## src/core/utrf_params.svh

```systemverilog
// timing counts, sizes and field encodings of the serial transmitter and receiver
`ifndef UTRF_PARAMS_SVH
`define UTRF_PARAMS_SVH
// =====================================================
// buffer sizes
`define UTRF_FIFO_DEPTH 4
`define UTRF_RXIRQ_MID 3
// =====================================================
// baud timing: sixteen baud ticks make one bit period
`define UTRF_PH_LAST 4'hF
`define UTRF_PH_MID 4'h7
`define UTRF_DIV_RESET 16'h0000
// =====================================================
// data and parity select encodings
`define UTRF_DPS_8N 2'h0
`define UTRF_DPS_8E 2'h1
`define UTRF_DPS_8O 2'h2
`define UTRF_DPS_9N 2'h3
// =====================================================
// frame layout: bit index of the first stop bit behind the start bit
`define UTRF_STOP_AT_8N 4'h8
`define UTRF_STOP_AT_PAR 4'h9
`define UTRF_FRAME_BASE 4'h9
`endif

```

## src/core/utrf_pkg.sv

```systemverilog
// shared types of the serial transmitter and receiver
package utrf_pkg;
  typedef logic [8:0] utrf_word_t;
  typedef enum logic [1:0] {
    RX_HUNT = 2'b00,
    RX_START = 2'b01,
    RX_BITS = 2'b10,
    RX_WAIT_HIGH = 2'b11
  } utrf_rx_state_e;
endpackage

```

## src/core/utrf_core.sv

```systemverilog
// asynchronous serial transmitter and receiver with four-deep buffers
//
// What this block does
// - written byte loads idle shifter on the next clock when enabled
// - four-entry transmit buffer with full flag
// - write to full transmit buffer is dropped
// - reset empties both buffers
// - transmit interrupt per move or on emptying
// - send break forces transmit line low
// - break never raises the transmit interrupt
// - four-word receive buffer behind the shifter
// - data available means receive buffer not empty
// - reading an empty buffer changes nothing
// - read pops and refreshes framing, parity bits
// - receive interrupt on every transfer, selects 0x
// - select 10 at three words, 11 full
// - overrun flag stops reception until cleared
// - framing error when any stop bit low
// - parity error checked when parity is selected
// - receiver idle low from start to stop
// - long break loads zero word with framing error
// - after break wait for high line first
// - address words always interrupt in nine-bit mode with address detect enabled
// - transmit pin rests high when not sending
// - eight bits with or without parity, or nine bits
`timescale 1ns/1ps
`include "utrf_params.svh"
module utrf_core #(
  parameter int DEPTH = `UTRF_FIFO_DEPTH
) (
  // clock and reset
  input wire logic CLK_SYS,
  input wire logic RESET,
  // configuration
  input wire logic MODULE_ON,
  input wire logic TRANSMIT_ENABLE,
  input wire logic [1:0] DATA_PARITY_SELECT,
  input wire logic STOP_SELECT,
  input wire logic [15:0] BAUD_DIVISOR,
  input wire logic TRANSMIT_IRQ_SELECT,
  input wire logic [1:0] RECEIVE_IRQ_SELECT,
  input wire logic ADDRESS_DETECT_ENABLE,
  input wire logic SEND_BREAK_BIT,
  // transmit holding register write
  input wire logic TX_WRITE,
  input wire utrf_pkg::utrf_word_t TRANSMIT_HOLDING_REGISTER,
  // receive data register read and overrun clear
  input wire logic RX_READ,
  input wire logic OVERRUN_CLEAR,
  // serial line
  input wire logic RECEIVE_PIN,
  output logic TRANSMIT_PIN,
  // status and interrupt edges
  output logic TRANSMIT_FULL_FLAG,
  output logic TRANSMIT_SHIFTER_EMPTY,
  output logic TRANSMIT_IRQ_FLAG,
  output logic RECEIVE_IRQ_FLAG,
  output logic RECEIVE_DATA_AVAILABLE,
  output utrf_pkg::utrf_word_t RECEIVE_DATA_REGISTER,
  output logic FRAMING_ERROR_BIT,
  output logic PARITY_ERROR_BIT,
  output logic OVERRUN_FLAG,
  output logic RECEIVER_IDLE_BIT
);
  import utrf_pkg::*;

  localparam int PW = $clog2(DEPTH);
  localparam int CW = $clog2(DEPTH + 1);
  localparam logic [CW-1:0] FULL = CW'(DEPTH);
  localparam logic [CW-1:0] MID_LEVEL = CW'(`UTRF_RXIRQ_MID);

  // =====================================================
  // helpers

  // bits after the start bit: data, parity or ninth bit, stop bits
  function automatic logic [3:0] frame_bits(input logic [1:0] dps, input logic two);
    frame_bits = `UTRF_FRAME_BASE + {3'h0, two} + ((dps == `UTRF_DPS_8N) ? 4'h0 : 4'h1);
  endfunction

  // bit sent after the low byte: parity, ninth data bit or a stop
  function automatic logic ninth_bit(input utrf_word_t w, input logic [1:0] dps);
    case (dps)
      `UTRF_DPS_8E: ninth_bit = ^w[7:0];
      `UTRF_DPS_8O: ninth_bit = ~^w[7:0];
      `UTRF_DPS_9N: ninth_bit = w[8];
      default: ninth_bit = 1'h1;
    endcase
  endfunction

  // switching the module off flushes buffers and flags like a reset
  wire clr = RESET | ~MODULE_ON;

  // =====================================================
  // baud tick divider
  logic [15:0] div_r;
  wire tick = (div_r == BAUD_DIVISOR);

  always_ff @(posedge CLK_SYS) begin
    if (clr || tick) begin
      div_r <= `UTRF_DIV_RESET;
    end else begin
      div_r <= div_r + 16'h0001;
    end
  end

  // =====================================================
  // transmit buffer and shifter
  utrf_word_t tx_mem_r [DEPTH];
  logic [PW-1:0] tx_wr_r;
  logic [PW-1:0] tx_rd_r;
  logic [CW-1:0] tx_cnt_r;
  logic tx_busy_r;
  logic [11:0] tx_sh_r;
  logic [3:0] tx_left_r;
  logic [3:0] tx_ph_r;

  wire tx_full = (tx_cnt_r == FULL);
  wire tx_push = TX_WRITE & ~tx_full;
  // holding off during break keeps a queued word from being mangled
  wire tx_load = ~tx_busy_r & TRANSMIT_ENABLE & (tx_cnt_r != '0) & ~SEND_BREAK_BIT;
  wire [CW-1:0] tx_cnt_nxt = tx_cnt_r + CW'(tx_push) - CW'(tx_load);
  wire tx_bit_end = tx_busy_r & tick & (tx_ph_r == `UTRF_PH_LAST);
  wire tx_last = tx_bit_end & (tx_left_r == 4'h1);
  wire tx_busy_nxt = tx_load | (tx_busy_r & ~tx_last);
  wire utrf_word_t tx_head = tx_mem_r[tx_rd_r];
  wire [11:0] tx_frame = {2'h3, ninth_bit(tx_head, DATA_PARITY_SELECT), tx_head[7:0], 1'h0};
  wire [11:0] tx_sh_nxt = tx_load ? tx_frame : (tx_bit_end ? {1'h1, tx_sh_r[11:1]} : tx_sh_r);
  wire tx_irq = tx_load & (~TRANSMIT_IRQ_SELECT | (tx_cnt_nxt == '0));
  wire tx_pin_nxt = ~SEND_BREAK_BIT & (~tx_busy_nxt | tx_sh_nxt[0]);

  always_ff @(posedge CLK_SYS) begin
    if (clr) begin
      tx_wr_r <= '0;
      tx_rd_r <= '0;
      tx_cnt_r <= '0;
    end else begin
      if (tx_push) begin
        tx_mem_r[tx_wr_r] <= TRANSMIT_HOLDING_REGISTER;
        tx_wr_r <= PW'(tx_wr_r + 1'h1);
      end
      if (tx_load) begin
        tx_rd_r <= PW'(tx_rd_r + 1'h1);
      end
      tx_cnt_r <= tx_cnt_nxt;
    end
  end

  always_ff @(posedge CLK_SYS) begin
    if (clr) begin
      tx_busy_r <= 1'h0;
      tx_sh_r <= 12'hFFF;
      tx_left_r <= 4'h0;
      tx_ph_r <= 4'h0;
    end else begin
      tx_busy_r <= tx_busy_nxt;
      tx_sh_r <= tx_sh_nxt;
      if (tx_load) begin
        tx_left_r <= frame_bits(DATA_PARITY_SELECT, STOP_SELECT) + 4'h1;
        tx_ph_r <= 4'h0;
      end else begin
        if (tx_bit_end) begin
          tx_left_r <= tx_left_r - 4'h1;
        end
        if (tx_busy_r && tick) begin
          tx_ph_r <= tx_ph_r + 4'h1;
        end
      end
    end
  end

  always_ff @(posedge CLK_SYS) begin
    if (clr) begin
      TRANSMIT_PIN <= 1'h1;
      TRANSMIT_FULL_FLAG <= 1'h0;
      TRANSMIT_SHIFTER_EMPTY <= 1'h1;
      TRANSMIT_IRQ_FLAG <= 1'h0;
    end else begin
      TRANSMIT_PIN <= tx_pin_nxt;
      TRANSMIT_FULL_FLAG <= (tx_cnt_nxt == FULL);
      TRANSMIT_SHIFTER_EMPTY <= ~tx_busy_nxt & (tx_cnt_nxt == '0);
      TRANSMIT_IRQ_FLAG <= tx_irq;
    end
  end

  // =====================================================
  // receive shifter
  utrf_rx_state_e rx_st_r;
  logic [3:0] rx_ph_r;
  logic [3:0] rx_idx_r;
  logic [11:0] rx_bits_r;
  logic [11:0] rx_frame;

  always_comb begin
    rx_frame = rx_bits_r;
    rx_frame[rx_idx_r] = RECEIVE_PIN;
  end

  wire [3:0] rx_nb = frame_bits(DATA_PARITY_SELECT, STOP_SELECT);
  wire rx_take = (rx_st_r == RX_BITS) & tick & (rx_ph_r == `UTRF_PH_LAST);
  wire rx_done = rx_take & (rx_idx_r == rx_nb - 4'h1);
  wire [3:0] rx_stop_at = (DATA_PARITY_SELECT == `UTRF_DPS_8N) ? `UTRF_STOP_AT_8N : `UTRF_STOP_AT_PAR;
  wire rx_fe = ~rx_frame[rx_stop_at] | (STOP_SELECT & ~rx_frame[rx_stop_at + 4'h1]);
  wire rx_is9 = (DATA_PARITY_SELECT == `UTRF_DPS_9N);
  wire utrf_word_t rx_word = {rx_is9 & rx_frame[8], rx_frame[7:0]};
  wire rx_par = (DATA_PARITY_SELECT == `UTRF_DPS_8E) | (DATA_PARITY_SELECT == `UTRF_DPS_8O);
  wire rx_pe = rx_par & (rx_frame[8] != ninth_bit({1'h0, rx_frame[7:0]}, DATA_PARITY_SELECT));

  always_ff @(posedge CLK_SYS) begin
    if (clr) begin
      rx_st_r <= RX_HUNT;
      rx_ph_r <= 4'h0;
      rx_idx_r <= 4'h0;
      rx_bits_r <= 12'h000;
      RECEIVER_IDLE_BIT <= 1'h1;
    end else begin
      case (rx_st_r)
        RX_HUNT: begin
          if (!RECEIVE_PIN && !OVERRUN_FLAG) begin
            rx_st_r <= RX_START;
            rx_ph_r <= 4'h0;
            RECEIVER_IDLE_BIT <= 1'h0;
          end
        end
        RX_START: begin
          if (tick) begin
            rx_ph_r <= rx_ph_r + 4'h1;
            if (rx_ph_r == `UTRF_PH_MID) begin
              // a start bit gone high at its middle was a glitch
              rx_st_r <= RECEIVE_PIN ? RX_HUNT : RX_BITS;
              RECEIVER_IDLE_BIT <= RECEIVE_PIN;
              rx_ph_r <= 4'h0;
              rx_idx_r <= 4'h0;
            end
          end
        end
        RX_BITS: begin
          if (tick) begin
            rx_ph_r <= rx_ph_r + 4'h1;
          end
          if (rx_take) begin
            rx_bits_r <= rx_frame;
            rx_idx_r <= rx_idx_r + 4'h1;
          end
          if (rx_done) begin
            rx_st_r <= rx_fe ? RX_WAIT_HIGH : RX_HUNT;
            RECEIVER_IDLE_BIT <= 1'h1;
          end
        end
        RX_WAIT_HIGH: begin
          if (RECEIVE_PIN) begin
            rx_st_r <= RX_HUNT;
          end
        end
        default: begin
          rx_st_r <= RX_HUNT;
        end
      endcase
    end
  end

  // =====================================================
  // receive buffer; each entry keeps its parity and framing bits
  logic [10:0] rx_mem_r [DEPTH];
  logic [PW-1:0] rx_wr_r;
  logic [PW-1:0] rx_rd_r;
  logic [CW-1:0] rx_cnt_r;

  wire rx_full = (rx_cnt_r == FULL);
  wire rx_pop = RX_READ & (rx_cnt_r != '0);
  wire rx_push = rx_done & (~rx_full | rx_pop);
  wire rx_ovr_set = rx_done & rx_full & ~rx_pop;
  wire [CW-1:0] rx_cnt_nxt = rx_cnt_r + CW'(rx_push) - CW'(rx_pop);
  wire [PW-1:0] rx_rd_nxt = rx_pop ? PW'(rx_rd_r + 1'h1) : rx_rd_r;
  wire [10:0] rx_entry = {rx_pe, rx_fe, rx_word};
  wire rx_bypass = rx_push & (rx_cnt_r == (rx_pop ? CW'(1) : CW'(0)));
  wire [10:0] rx_head_nxt = rx_bypass ? rx_entry : rx_mem_r[rx_rd_nxt];
  wire rx_show = rx_bypass | (rx_pop & (rx_cnt_nxt != '0));
  wire rx_addr = ADDRESS_DETECT_ENABLE & rx_is9;
  wire rx_level = RECEIVE_IRQ_SELECT[0] ? (rx_cnt_nxt == FULL) : (rx_cnt_nxt == MID_LEVEL);
  wire rx_irq = rx_push & (rx_addr ? rx_word[8] : (~RECEIVE_IRQ_SELECT[1] | rx_level));

  always_ff @(posedge CLK_SYS) begin
    if (clr) begin
      rx_wr_r <= '0;
      rx_rd_r <= '0;
      rx_cnt_r <= '0;
    end else begin
      if (rx_push) begin
        rx_mem_r[rx_wr_r] <= rx_entry;
        rx_wr_r <= PW'(rx_wr_r + 1'h1);
      end
      rx_rd_r <= rx_rd_nxt;
      rx_cnt_r <= rx_cnt_nxt;
    end
  end

  always_ff @(posedge CLK_SYS) begin
    if (clr) begin
      RECEIVE_DATA_AVAILABLE <= 1'h0;
      RECEIVE_IRQ_FLAG <= 1'h0;
      RECEIVE_DATA_REGISTER <= 9'h000;
      FRAMING_ERROR_BIT <= 1'h0;
      PARITY_ERROR_BIT <= 1'h0;
      OVERRUN_FLAG <= 1'h0;
    end else begin
      RECEIVE_DATA_AVAILABLE <= (rx_cnt_nxt != '0);
      RECEIVE_IRQ_FLAG <= rx_irq;
      if (rx_show) begin
        {PARITY_ERROR_BIT, FRAMING_ERROR_BIT, RECEIVE_DATA_REGISTER} <= rx_head_nxt;
      end
      // a new overrun wins over a clear in the same cycle
      if (rx_ovr_set) begin
        OVERRUN_FLAG <= 1'h1;
      end else if (OVERRUN_CLEAR) begin
        OVERRUN_FLAG <= 1'h0;
      end
    end
  end
endmodule

```

## config.mk

```make
export PLATFORM = sky130hd
export DESIGN_NAME = utrf_core
export DESIGN_NICKNAME = d
export VERILOG_FILES = /design/src/core/utrf_pkg.sv /design/src/core/utrf_core.sv
export VERILOG_INCLUDE_DIRS = /design/src /design/src/core
export SDC_FILE = /design/constraint.sdc
export NUM_CORES = 1
export LEC_CHECK = 0
export BUFFER_PORTS_ARGS = -buffer_cell sky130_fd_sc_hd__buf_4
export CAP_MARGIN = 20
export CORE_UTILIZATION = 43
export DETAILED_ROUTE_END_ITERATION = 8
export PLACE_DENSITY = 0.64
export SYNTH_ARGS = -nofsm -noshare
export SYNTH_HDL_FRONTEND = slang
export SYNTH_SLANG_ARGS = --single-unit
```

## constraint.sdc

```tcl
create_clock -name CLK_SYS -period 11.05 [get_ports CLK_SYS]
set_input_delay 0.5525 -clock CLK_SYS [delete_from_list [all_inputs] [get_ports CLK_SYS]]
set_output_delay 0.5525 -clock CLK_SYS [all_outputs]
set_load 0.01 [all_outputs]
```

==> After elaboration in Yosys (flattened, before gate mapping) <==
Memories as Yosys holds them, arrays and structs flattened. A register that Yosys moved wholly into a read port is not among the register bits.
Index checks and enable logic that the tools add are counted.
{ "word_totals": {"register_bits": 90, "ram_bits": 80, "output_inout_bits": 19, "memories": 2} }
{ "op_classes": {"n_addsub": 18, "order_cmp": 4, "n_eq_ne": 26, "mux": 52, "n_bitwise": 46, "n_reduce_logical": 26} }
{ "memory_table": {"columns": ["memory", "words", "word_bits", "rd", "rd_ports_with_merged_regs", "wr", "line_no", "source"], "rows": [
  ["rx_mem_r", 4, 11, 1, 0, 1, "utrf_core.sv:263", "logic [10:0] rx_mem_r [DEPTH];"],
  ["tx_mem_r", 4, 9, 1, 1, 1, "utrf_core.sv:108", "utrf_word_t tx_mem_r [DEPTH];"]
]} }
{ "ops": {"columns": ["operator", "n"], "rows": [
  ["$mux W4", 9],
  ["$and A1 B1 Y1", 25],
  ["$add A4 B1 Y4 const B", 5],
  ["$mux W1", 20],
  ["$mux W10", 2],
  ["$mux W2", 10],
  ["$add A16 B1 Y16 const B", 1],
  ["$eq A16 B16 Y1", 1],
  ["$reduce_xnor A8 Y1", 2],
  ["$reduce_xor A8 Y1", 2],
  ["$lt A4 B5 Y1 const B", 3],
  ["$ne A2 B2 Y1 const B", 7],
  ["$bwmux W12", 1],
  ["$eq A3 B3 Y1 const B", 4],
  ["$not A1 Y1", 12],
  ["$pmux W4 S3", 1],
  ["$reduce_bool A3 Y1", 4],
  ["$mux W11", 1],
  ["$reduce_and A5 Y1", 2],
  ["$or A1 B1 Y1", 9],
  ["$pmux W1 S3", 3],
  ["$add A2 B1 Y2 const B", 4],
  ["$bmux W1 S4", 2],
  ["$eq A2 B2 Y1 const B", 4],
  ["26 further kinds", 38]
]} }

==> Logic depth before layout (Yosys ltp) <==
{ "logic_depth": {"word_depth": 14, "mapped_depth": 22, "depth_no_buf": 20} }

==> Worst setup path after synthesis <==
OpenSTA, ideal clock, no wires.
{ "synth_path": {"kind": "in2reg", "startpoint": "in DATA_PARITY_SELECT[0]", "endpoint": "reg PARITY_ERROR_BIT", "t_arrival_ns": 4.184, "required_time_ns": 10.935, "slack_ns": 6.751, "path_stages": 22, "path_cell_list": "inv_1 -> ha_1 -> inv_1 -> ha_1 -> xnor2_1 -> nand3_1 -> nor3_1 -> nand2b_1 -> ha_1 -> inv_1 -> ha_1 -> inv_1 -> fa_1 -> xor2_1 -> xnor2_1 -> and3b_1 -> nor2b_1 -> clkbuf_1 -> buf_2 -> mux2i_1 -> a21oi_1 -> o21a_1"} }
{ "synth_via": {"elab_chain_len": 12} }
{ "synth_lines": {"columns": ["element", "line_no", "source"], "rows": [
  ["start: declaration", "utrf_core.sv:37", "input wire logic [1:0] DATA_PARITY_SELECT,"],
  ["$logic_not A2 Y1 (no line)", null, null],
  ["$mux W1", "utrf_core.sv:77", "frame_bits = `UTRF_FRAME_BASE + {3'h0, two} + ((dps == `UTRF_DPS_8N) ? 4'h0 : 4'h1);"],
  ["$add A4 B1 Y4 (no line)", null, null],
  ["$sub A4 B1 Y4", "utrf_core.sv:200", "wire rx_done = rx_take & (rx_idx_r == rx_nb - 4'h1);"],
  ["$eq A4 B4 Y1", "utrf_core.sv:200", null],
  ["$and A1 B1 Y1", "utrf_core.sv:200", null],
  ["$and A1 B1 Y1", "utrf_core.sv:270", "wire rx_push = rx_done & (~rx_full | rx_pop);"],
  ["$add A3 B1 Y3", "utrf_core.sv:272", "wire [CW-1:0] rx_cnt_nxt = rx_cnt_r + CW'(rx_push) - CW'(rx_pop);"],
  ["$sub A3 B1 Y3", "utrf_core.sv:272", null],
  ["$reduce_bool A3 Y1", "utrf_core.sv:277", "wire rx_show = rx_bypass | (rx_pop & (rx_cnt_nxt != '0));"],
  ["$and A1 B1 Y1", "utrf_core.sv:277", null],
  ["$or A1 B1 Y1", "utrf_core.sv:277", null],
  ["end signal: assignment", "utrf_core.sv:309", "{PARITY_ERROR_BIT, FRAMING_ERROR_BIT, RECEIVE_DATA_REGISTER} <= rx_head_nxt;"],
  ["end: declaration", "utrf_core.sv:61", "output logic PARITY_ERROR_BIT,"]
]} }
Several ways; a longest one is shown, not always the timed one.
A chain may end at the register's enable or synchronous reset.

==> Final worst setup path <==
{ "layout_path": {"startpoint": "reg div_r[9]", "endpoint": "reg RECEIVE_DATA_REGISTER[8]"} }
{ "layout_via": {"elab_chain_len": 10} }
{ "layout_lines": {"columns": ["element", "line_no", "source"], "rows": [
  ["start: declaration", "utrf_core.sv:95", "logic [15:0] div_r;"],
  ["start signal: assignment", "utrf_core.sv:100", "div_r <= `UTRF_DIV_RESET;"],
  ["start signal: assignment", "utrf_core.sv:102", "div_r <= div_r + 16'h0001;"],
  ["$eq A16 B16 Y1 *", "utrf_core.sv:96", "wire tick = (div_r == BAUD_DIVISOR);"],
  ["$and A1 B1 Y1 * (2 in series)", "utrf_core.sv:199", "wire rx_take = (rx_st_r == RX_BITS) & tick & (rx_ph_r == `UTRF_PH_LAST);"],
  ["$and A1 B1 Y1 *", "utrf_core.sv:200", null],
  ["$and A1 B1 Y1 *", "utrf_core.sv:270", null],
  ["$add A3 B1 Y3", "utrf_core.sv:272", null],
  ["$sub A3 B1 Y3", "utrf_core.sv:272", null],
  ["$reduce_bool A3 Y1", "utrf_core.sv:277", null],
  ["$and A1 B1 Y1", "utrf_core.sv:277", null],
  ["$or A1 B1 Y1", "utrf_core.sv:277", null],
  ["end signal: assignment", "utrf_core.sv:309", null],
  ["end: declaration", "utrf_core.sv:59", "output utrf_pkg::utrf_word_t RECEIVE_DATA_REGISTER,"]
]} }
Every way passes the cells marked *; elsewhere a longest branch is shown, timed or not.

==> summary.json <==
{
  "status": {
    "outcome": "finished clean"
  },
  "job": {
    "cap_viol_max_count": 0
  },
  "yosys": {
    "synth.largest_area_cell": "sky130_fd_sc_hd__edfxtp_1",
    "synth_fp_nets": 731,
    "syn_area_sq_mm": 0.00783,
    "synth_top_flop_cell": "sky130_fd_sc_hd__dfxtp_1",
    "post_synth.cell_area_avg_sq_um": 11.9,
    "seq_area_frac_synth": 0.540,
    "synth.area.top_cells": "sky130_fd_sc_hd__edfxtp_1 31%, sky130_fd_sc_hd__dfxtp_1 23%, sky130_fd_sc_hd__ha_1 5.3%",
    "ys_seq_elements": 171,
    "syn_inst": 655,
    "synth.yosys.warnings": 0,
    "synth_largest_type_area_fraction": 0.307,
    "synth_enable_flop_cells": 80,
    "async_flop_share": 0,
    "synth.distinct_cells": 58
  },
  "worst_setup_path": {
    "slowest_stage": "sky130_fd_sc_hd__nand4_1",
    "critical_path.cell_chain": "xor2_1 > nor4_1 > nand4_1 > nor3_1 > nand2b_1 > ha_1 > inv_1 > ha_1 > inv_1 > fa_1 > xor2_1 > xnor2_1 > and3b_1 > nor2b_1 > buf_4 > mux2_2 > mux2i_1 > nor2_1",
    "critical_path_class": "flop to flop",
    "timing.critical_path.fanout_max": 19,
    "worst_ep_arrival_time_ns": 4.92,
    "r2r_cells": 18,
    "crit_path_max_incr_delay_ns": 0.54,
    "critical_path_required_ns": 11.35,
    "worst_setup_path_start_kind": "flop",
    "timing.critical_path.to_type": "flop"
  },
  "power": {
    "power_leakage_nw": 3.48,
    "cellPowerDensity_mw_per_mm2": 145,
    "report.power.total_mw": 1.31,
    "vdd_drop_max_mv": 0.114
  },
  "sta": {
    "finalSetupTns_ns": 0,
    "tightestPinTransition_ns": 0.930,
    "hold_viol": 0,
    "timing.final.crit_period_ns": 4.62,
    "period_share": 0.418,
    "unrepaired_setup_endpoints_after_global_routing": "no",
    "slew_headroom": 0.375,
    "fmax_mhz": 216,
    "skew_ns": 0.00811,
    "timing.final.setup_violations": 0,
    "slew_viol_final": 0
  },
  "floorplanning": {
    "chipWidth_microns": 137,
    "placementRows": 48,
    "initial_utilization": 0.446,
    "top_level_ports": 60,
    "dieArea_sq_mm": 0.0187,
    "core_area_sq_mm": 0.0175,
    "die_height_microns": 137
  },
  "finish": {
    "antennaDiodeCount": 0,
    "nNetsFinal": 790,
    "area_growth_pct": 15.6,
    "final_non_filler_cells": 952,
    "final_cell_mix": "91 x sky130_fd_sc_hd__dfxtp_1, 80 x sky130_fd_sc_hd__edfxtp_1, 66 x sky130_fd_sc_hd__buf_4",
    "final_common_cell": "sky130_fd_sc_hd__dfxtp_1",
    "final_area_sq_mm": 0.00905,
    "fraction_of_layout_cells_with_a_size_suffix_above_1": 0.160
  },
  "clocking": {
    "ctsRootBufferMaster": "sky130_fd_sc_hd__clkbuf_16",
    "htree_num_levels": 4,
    "cts_num_sinks": 171,
    "cts_buffers": 17,
    "tritoncts": "built",
    "cts-root-to-sink-buffers": 2,
    "clkSlewWorstSetupHoldPaths_ns": 0.07,
    "cts-resized-gates": 0,
    "cts_post_setup_buffers_inserted": 0,
    "clk_latency_ns": 0.44,
    "hold_buffers": 0
  },
  "worst_hold_path": {
    "hold_depth": 1,
    "hold_path.class": "primary input to flop"
  },
  "detailed_routing": {
    "route.vias.total": 4999,
    "detail_route.iter0.violations": 222,
    "ant_nets": 0,
    "aggregate_routed_wire_length_microns": 15500,
    "routedWlPerCell_microns": 16.2,
    "drt_pass1_iterations": 4,
    "route.detailed.drc": 0,
    "vias_per_cell": 5.25
  },
  "global_route": {
    "overall_global_routing_usage": 0.178,
    "grt_pass1_vias": 5154,
    "grt_first_pass_wirelength_microns": 25100,
    "antenna_found_initial": 0,
    "grt_max_degree": 63,
    "grt_overflow": 0
  },
  "placed_design": {
    "port_buffers": 59,
    "dpl.hpwl_microns": 10700,
    "gp_routability_congestion": 0.793,
    "numPlacedInstances": 920,
    "placed_area_sq_mm": 0.00847
  }
}
[worst max-delay path: cells and delay by family (launching register included)]
| family | cells | cell delay (ns) |
|---|---|---|
| AND/OR/NAND/NOR | 7 | 1.93 |
| adder cells (fa/ha/maj) | 3 | 0.83 |
| multiplexers | 2 | 0.52 |
| XOR/XNOR | 3 | 0.49 |
| flip-flops | 1 | 0.36 |
| buffers and inverters | 3 | 0.36 |
[cells in the mapped netlist, drive strengths merged, types with 2 or more instances]
library cell  instances
dfxtp                91
edfxtp               80
nor2                 63
nand2                39
ha                   33
inv                  33
a211oi               32
xnor2                32
xor2                 29
mux4                 21
clkbuf               19
mux2i                18
a21oi                16
nor2b                16
and2                 12
nand3                12
nand3b               12
and3                 11
o21ai                11
a221oi                8
buf                   7
nand4                 6
nor4                  6
nand2b                5
nor3                  5
nor3b                 5
and4                  3
a211o                 2
and3b                 2
fa                    2
mux2                  2
nor4b                 2
o21a                  2
o311ai                2
or4                   2
[cell type report]
cell class / count / area (sq um)
Fill cell: 1538 / 8490
Tap cell: 225 / 282
Clock inverter: 13 / 134
Clock buffer: 19 / 443
Timing Repair Buffer: 66 / 495
Multi-Input combinational cell: 425 / 3350
Sequential cell: 171 / 4220
Inverter: 33 / 124
[final timing paths]
check	start	to	slack, ns
min reg2reg	tx_sh_r[8]$_SDFFE_PP1P_	tx_sh_r[8]$_SDFFE_PP1P_	0.45
max	div_r[9]$_SDFF_PP0_	RECEIVE_DATA_REGISTER[8]$_SDFFE_PP0P_	6.43
min	TRANSMIT_HOLDING_REGISTER[2]	tx_mem_r[0][2]$_DFFE_PP_	0.31
max reg2reg	div_r[9]$_SDFF_PP0_	RECEIVE_DATA_REGISTER[8]$_SDFFE_PP0P_	6.43
[through the flow]
step | worst slack [ns] | hold slack (ns) | util
2_1_floorplan | 6.75 | 0.423 | -
3_3_place_gp | 6.19 | 0.431 | 0.483
3_5_place_dp | 6.09 | 0.433 | 0.483
4_1_cts | 6.40 | 0.299 | 0.516
5_1_grt | 5.97 | 0.297 | 0.516
6_report | 6.43 | 0.310 | 0.516
[cells by family after synthesis]
| kind of cell | after synthesis | synth area share |
|---|---|---|
| simple gates | 205 | 0.136 |
| xor+xnor | 61 | 0.0683 |
| compound gates | 83 | 0.0752 |
| buf+inv | 59 | 0.0328 |
| flops | 171 | 0.540 |
| mux | 41 | 0.0902 |
| fa+ha+maj | 35 | 0.0579 |
[state kept, by name, summed over array words and instances, names as in the netlist, 2 cells and up, named ones only]
register	cells
rx_st_r	2
rx_cnt_r	3
rx_rd_r	2
RECEIVE_DATA_REGISTER	9
rx_bits_r	11
rx_mem_r	44
tx_sh_r	10
rx_wr_r	2
tx_cnt_r	3
tx_rd_r	2
rx_ph_r	4
rx_idx_r	4
tx_left_r	4
tx_wr_r	2
tx_ph_r	4
tx_mem_r	36
div_r	16
[power breakdown]
| part | internal (mW) | switching, mW | total (mW) |
|---|---|---|---|
| clock network | 0.323 | 0.260 | 0.583 |
| logic | 0.0274 | 0.0324 | 0.0598 |
| registers | 0.664 | 0.00305 | 0.667 |
[per-layer routing]
metal	routed length [microns]	vias to the layer above	GRT usage
met2	8140	61	0.320
met4	248	0	0.0653
li1	-	2482	-
met3	562	23	0.0467
met1	6520	2433	0.202
met5	0	-	0
No activity file was read; power rests on OpenSTA's default activity.
